<file path="src/pftc_pkg.sv">
// constants and types for the pasid translation fault checker
package pftc_pkg;

  // header address type of a translation request
  localparam logic [1:0] AT_TRANSLATION = 2'h1;

  // field widths
  localparam int PASID_W  = 20;
  localparam int REASON_W = 8;
  localparam int STATUS_W = 3;

  // fault reason codes
  localparam logic [7:0] FR_ROOT_ABSENT    = 8'h01;
  localparam logic [7:0] FR_CTX_ABSENT     = 8'h02;
  localparam logic [7:0] FR_CTX_PROGRAM    = 8'h03;
  localparam logic [7:0] FR_SL_FETCH       = 8'h07;
  localparam logic [7:0] FR_ROOT_FETCH     = 8'h08;
  localparam logic [7:0] FR_TT_BLOCK       = 8'h0d;
  localparam logic [7:0] FR_TAG_DISABLED   = 8'h10;
  localparam logic [7:0] FR_TAG_RANGE      = 8'h11;
  localparam logic [7:0] FR_EXEC_DENIED    = 8'h19;
  localparam logic [7:0] FR_SUPER_DENIED   = 8'h1a;
  localparam logic [7:0] FR_ROOT_TYPE      = 8'h1b;
  localparam logic [7:0] FR_NONE           = 8'h00;

  // translation completion status codes
  localparam logic [2:0] CPL_SUCCESS = 3'h0;
  localparam logic [2:0] CPL_UR      = 3'h1;
  localparam logic [2:0] CPL_CA      = 3'h4;

  // translation types that allow requests with pasid
  localparam logic [2:0] TT_PASID_A = 3'h1;
  localparam logic [2:0] TT_PASID_B = 3'h5;
  localparam logic [2:0] TT_PASID_C = 3'h7;

  // implementation support masks, one bit per encoding
  localparam logic [7:0] TT_SUPPORTED = 8'ha2;
  localparam logic [7:0] GW_SUPPORTED = 8'h04;

  // table size: entries are two to the power (size + offset)
  localparam int TAG_SIZE_OFFSET = 5;

  // fault class handed from the walker to the encoder
  typedef enum logic [3:0] {
    FC_NONE, FC_ROOT_TYPE, FC_ROOT_FETCH, FC_ROOT_ABSENT,
    FC_CTX_ABSENT, FC_TT_BLOCK, FC_CTX_PROGRAM, FC_TAG_DISABLED,
    FC_TAG_RANGE, FC_EXEC_DENIED, FC_TAG_FETCH, FC_SUPER_DENIED,
    FC_SL_ROOT_FETCH, FC_SL_FETCH
  } pftc_class_t;

endpackage : pftc_pkg

</file>
<file path="src/pftc_fault_if.sv">
// carrier between the table walker and the reason encoder
`timescale 1ns/1ps
interface pftc_fault_if;
  import pftc_pkg::*;
  pftc_class_t         fault_class; // which check failed
  logic [REASON_W-1:0] reason;      // fault reason code
  logic                qualified;   // qualified fault
  logic [STATUS_W-1:0] status;      // completion status
  modport walker  (output fault_class, input reason, qualified, status);
  modport encoder (input fault_class, output reason, qualified, status);
endinterface : pftc_fault_if

</file>
<file path="src/pftc_reason_map.sv">
// maps a fault class onto reason, qualification and completion status
`timescale 1ns/1ps
module pftc_reason_map (
  pftc_fault_if.encoder flt
);
  import pftc_pkg::*;

  // plain lookup; the walker registers the result
  always_comb begin
    flt.reason    = FR_NONE;
    flt.qualified = 1'b0;
    flt.status    = CPL_SUCCESS;
    case (flt.fault_class)
      // explicit blocking group answers unsupported request
      FC_ROOT_ABSENT:   begin flt.reason = FR_ROOT_ABSENT;  flt.status = CPL_UR; end
      FC_ROOT_TYPE:     begin flt.reason = FR_ROOT_TYPE;    flt.status = CPL_UR; end
      FC_CTX_ABSENT:    begin flt.reason = FR_CTX_ABSENT;   flt.status = CPL_UR; end
      FC_TT_BLOCK:      begin flt.reason = FR_TT_BLOCK;     flt.status = CPL_UR; flt.qualified = 1'b1; end
      FC_TAG_DISABLED:  begin flt.reason = FR_TAG_DISABLED; flt.status = CPL_UR; flt.qualified = 1'b1; end
      FC_TAG_RANGE:     begin flt.reason = FR_TAG_RANGE;    flt.status = CPL_UR; flt.qualified = 1'b1; end
      FC_EXEC_DENIED:   begin flt.reason = FR_EXEC_DENIED;  flt.status = CPL_UR; flt.qualified = 1'b1; end
      FC_SUPER_DENIED:  begin flt.reason = FR_SUPER_DENIED; flt.status = CPL_UR; flt.qualified = 1'b1; end
      // hardware or programming errors answer completer abort
      FC_CTX_PROGRAM:   begin flt.reason = FR_CTX_PROGRAM;  flt.status = CPL_CA; flt.qualified = 1'b1; end
      FC_SL_ROOT_FETCH: begin flt.reason = FR_CTX_PROGRAM;  flt.status = CPL_CA; flt.qualified = 1'b1; end
      FC_TAG_FETCH:     begin flt.reason = FR_CTX_PROGRAM;  flt.status = CPL_CA; flt.qualified = 1'b1; end
      FC_SL_FETCH:      begin flt.reason = FR_SL_FETCH;     flt.status = CPL_CA; flt.qualified = 1'b1; end
      FC_ROOT_FETCH:    begin flt.reason = FR_ROOT_FETCH;   flt.status = CPL_CA; flt.qualified = 1'b1; end
      default:          begin flt.reason = FR_NONE;         flt.status = CPL_SUCCESS; end
    endcase
  end

endmodule : pftc_reason_map

</file>
<file path="src/flat_wrapper.sv">
// flat-port wrapper written by rule: the top's interface ports become plain ports
module pftc_reason_map_flat import pftc_pkg::*;
  (flt_fault_class, flt_reason, flt_qualified, flt_status);
  pftc_fault_if flt_i ();
  input wire logic [$bits(flt_i.fault_class)-1:0] flt_fault_class;
  output wire logic [$bits(flt_i.reason)-1:0] flt_reason;
  output wire logic [$bits(flt_i.qualified)-1:0] flt_qualified;
  output wire logic [$bits(flt_i.status)-1:0] flt_status;
  assign flt_i.fault_class = flt_fault_class;
  assign flt_reason = flt_i.reason;
  assign flt_qualified = flt_i.qualified;
  assign flt_status = flt_i.status;
  pftc_reason_map u_core (.flt(flt_i));
endmodule
</file>
<file path="config.mk">
export PLATFORM = sky130hd
export DESIGN_NAME = pftc_reason_map_flat
export DESIGN_NICKNAME = d
export VERILOG_FILES = /design/src/pftc_pkg.sv /design/src/pftc_fault_if.sv /design/src/pftc_reason_map.sv /design/src/flat_wrapper.sv
export SDC_FILE = /design/constraint.sdc
export NUM_CORES = 1
export LEC_CHECK = 0
export ABC_AREA = 1
export BUFFER_PORTS_ARGS = -buffer_cell sky130_fd_sc_hd__buf_2
export CAP_MARGIN = 20
export CORE_AREA = 2 2 39 41
export DETAILED_ROUTE_END_ITERATION = 10
export DIE_AREA = 0 0 41 43
export REMOVE_ABC_BUFFERS = 1
export SLEW_MARGIN = 20
export SYNTH_ARGS = -nofsm -noshare
export SYNTH_HDL_FRONTEND = slang
export SYNTH_SLANG_ARGS = --single-unit
</file>
<file path="constraint.sdc">
create_clock -name vclk -period 0.8
set_input_delay 0.04 -clock vclk [all_inputs]
set_output_delay 0.04 -clock vclk [all_outputs]
set_load 0.01 [all_outputs]
</file>
==> results.cfg <==
[cells_and_area]
layout-drive-gt1-share = 0.431
finish.instance_area_um2 = 333
layout.clock_buffers = 0
numSequentialCells = 0
fin_nets = 64
num-fill-cells = 165
syn_to_final_growth_pct = 36.4
postLayoutCoreUtil = 0.241
num_antenna_cells = 0
sequential_cell_area_um2 = 0
most-common-layout-cells = 8 x sky130_fd_sc_hd__nand2_1, 8 x sky130_fd_sc_hd__nand3_1, 8 x sky130_fd_sc_hd__buf_2

[yosys]
yosys.cell_types.count = 14
yosys-mux-area-fraction = 0
syn_inst = 47
synth-compound-area-share = 0.0872
synth-simple-area-share = 0.636
synth_top_family_by_area = simple AND/OR/NAND/NOR gates
syn_avg_cell_area_um2 = 5.19
ys.warnings.count = 0
synthesis.area_um2 = 244
synth_seq_area_share = 0
post_synth_xor_area_fraction = 0
post_synth_fa_ha_maj_area_fraction = 0

[run_status]
status = finished, final reports clean

[routing]
vias = 308
drt_pre_antenna_iters = 2
wire_per_inst_um = 7.97
drt_iter0_drc = 2
antenna_violating_nets_post_route = 0
routed_wirelength_um = 590
drc_markers = 0
vias_per_cell = 4.16

[sta]
timing_hold_violations_final = 0
timing.final.crit_share = 0.935
final_max_slew_viol_count = 0
fmax_mhz = 1340
holdWs_ps = 441
timing.final.setup_violations = 0
grt_setup_unrepaired = true
fin_tns_setup_ps = 0
final.min_clock_period_ps = 748

[grt]
gr-total-overflow = 0
grt_antenna_before_repair = 0
grt_start_max_net_pins = 10
first_global_vias = 243
global_route.usage.total = 0.0749
global_route_wire_length_before_repair_um = 959

[run]
drv.max_cap_violation_count = 0

[floorplanning]
die_h_um = 43
floorplan.initialDensity = 0.176
floorplan.die_area_mm2 = 0.00176
design.portCount = 16
fp.coreArea_mm2 = 0.00138
rows = 14
die_width_um = 41

[placed_design]
post_dp_cell_area_um2 = 305
detailedPlacementHpwl_um = 514
routabilityCongestion = 0.841
port-buffer-count = 12

[critical_path]
startpoint_type = primary input
worstPathRequired_ps = 760
crit_path_max_fanout = 7
cp_data_arrival_time_ps = 710
critical_path_class = in2out
cp-end-kind = output port

[pwr]
power.density_mw_per_mm2 = 598
p_leak_uw = 0.000191
power.ir.vdd_worst_v = 0.000198
total_power_uw = 199

[clock_tree]
hold_buffers = 0
cts_setup_buffers = 0

[min_path]
min-delay-path-class = in2out
[through the flow]
| step | worst slack [ps] | cells |
|---|---|---|
| 2_1_floorplan | 292 | 45 |
| 3_3_place_gp | -24.6 | 74 |
| 6_report | 51.6 | 74 |
| 3_5_place_dp | -30.2 | 74 |
| 5_1_grt | -7.61 | 74 |
| 4_1_cts | 1.98 | 74 |
[layer usage]
| layer | global-route usage | up-vias | share of wire |
|---|---|---|---|
| met5 | 0 | - | 0 |
| met4 | 0 | 0 | 0 |
| met3 | 0 | 0 | 0.046 |
| met2 | 0.141 | 7 | 0.54 |
| met1 | 0.0949 | 137 | 0.41 |
| li1 | - | 164 | - |
[power by group]
part           internal [µW]  switching [µW]  total (µW)
Clock                      0               0           0
Sequential                 0               0           0
Combinational           76.3             123         199
Total                   76.3             123         199
[critical path, cell delays in order]
cell                       delay, ps
sky130_fd_sc_hd__clkbuf_4        160
sky130_fd_sc_hd__inv_2            90
sky130_fd_sc_hd__nand2_2          60
sky130_fd_sc_hd__nand2_2          90
sky130_fd_sc_hd__nand2_2          60
sky130_fd_sc_hd__nand3_1          80
sky130_fd_sc_hd__buf_2           130
[synth_stat cells, drive strengths merged]
library cell | n | area [µm²]
nand2 | 13 | 66.3
nand3 | 8 | 40.0
inv | 7 | 26.3
nor2 | 7 | 33.8
buf | 5 | 37.5
nor3 | 3 | 15.0
a21oi | 1 | 5.00
conb | 1 | 3.75
o211ai | 1 | 7.51
o21ai | 1 | 8.76
[final timing paths]
path | start | end | slack [ps] | depth (start not counted)
worst min-delay path | flt_fault_class[1] | flt_reason[2] | 440 | 3
worst max-delay path | flt_fault_class[3] | flt_reason[1] | 50 | 7
[layout make-up]
cell class	count	area [µm²]	share of cell area
timing repair buffer	13	77.6	0.233
inverter	7	33.8	0.102
tap	16	20.0	0.0602
multi-input combinational	38	201	0.605
[logic make-up after synthesis]
| kind of cell | after synthesis |
|---|---|
| AO/OA/AOI/OAI | 3 |
| buffers and inverters | 12 |
| other | 1 |
| AND/OR/NAND/NOR | 31 |
[what timing repair did]
item | CTS | global route
pin swaps | 0 | 2
gates resized for setup | 2 | 10
endpoints found under the setup margin | 2 | 5
Note: power is estimated with default switching activity, not from simulation.
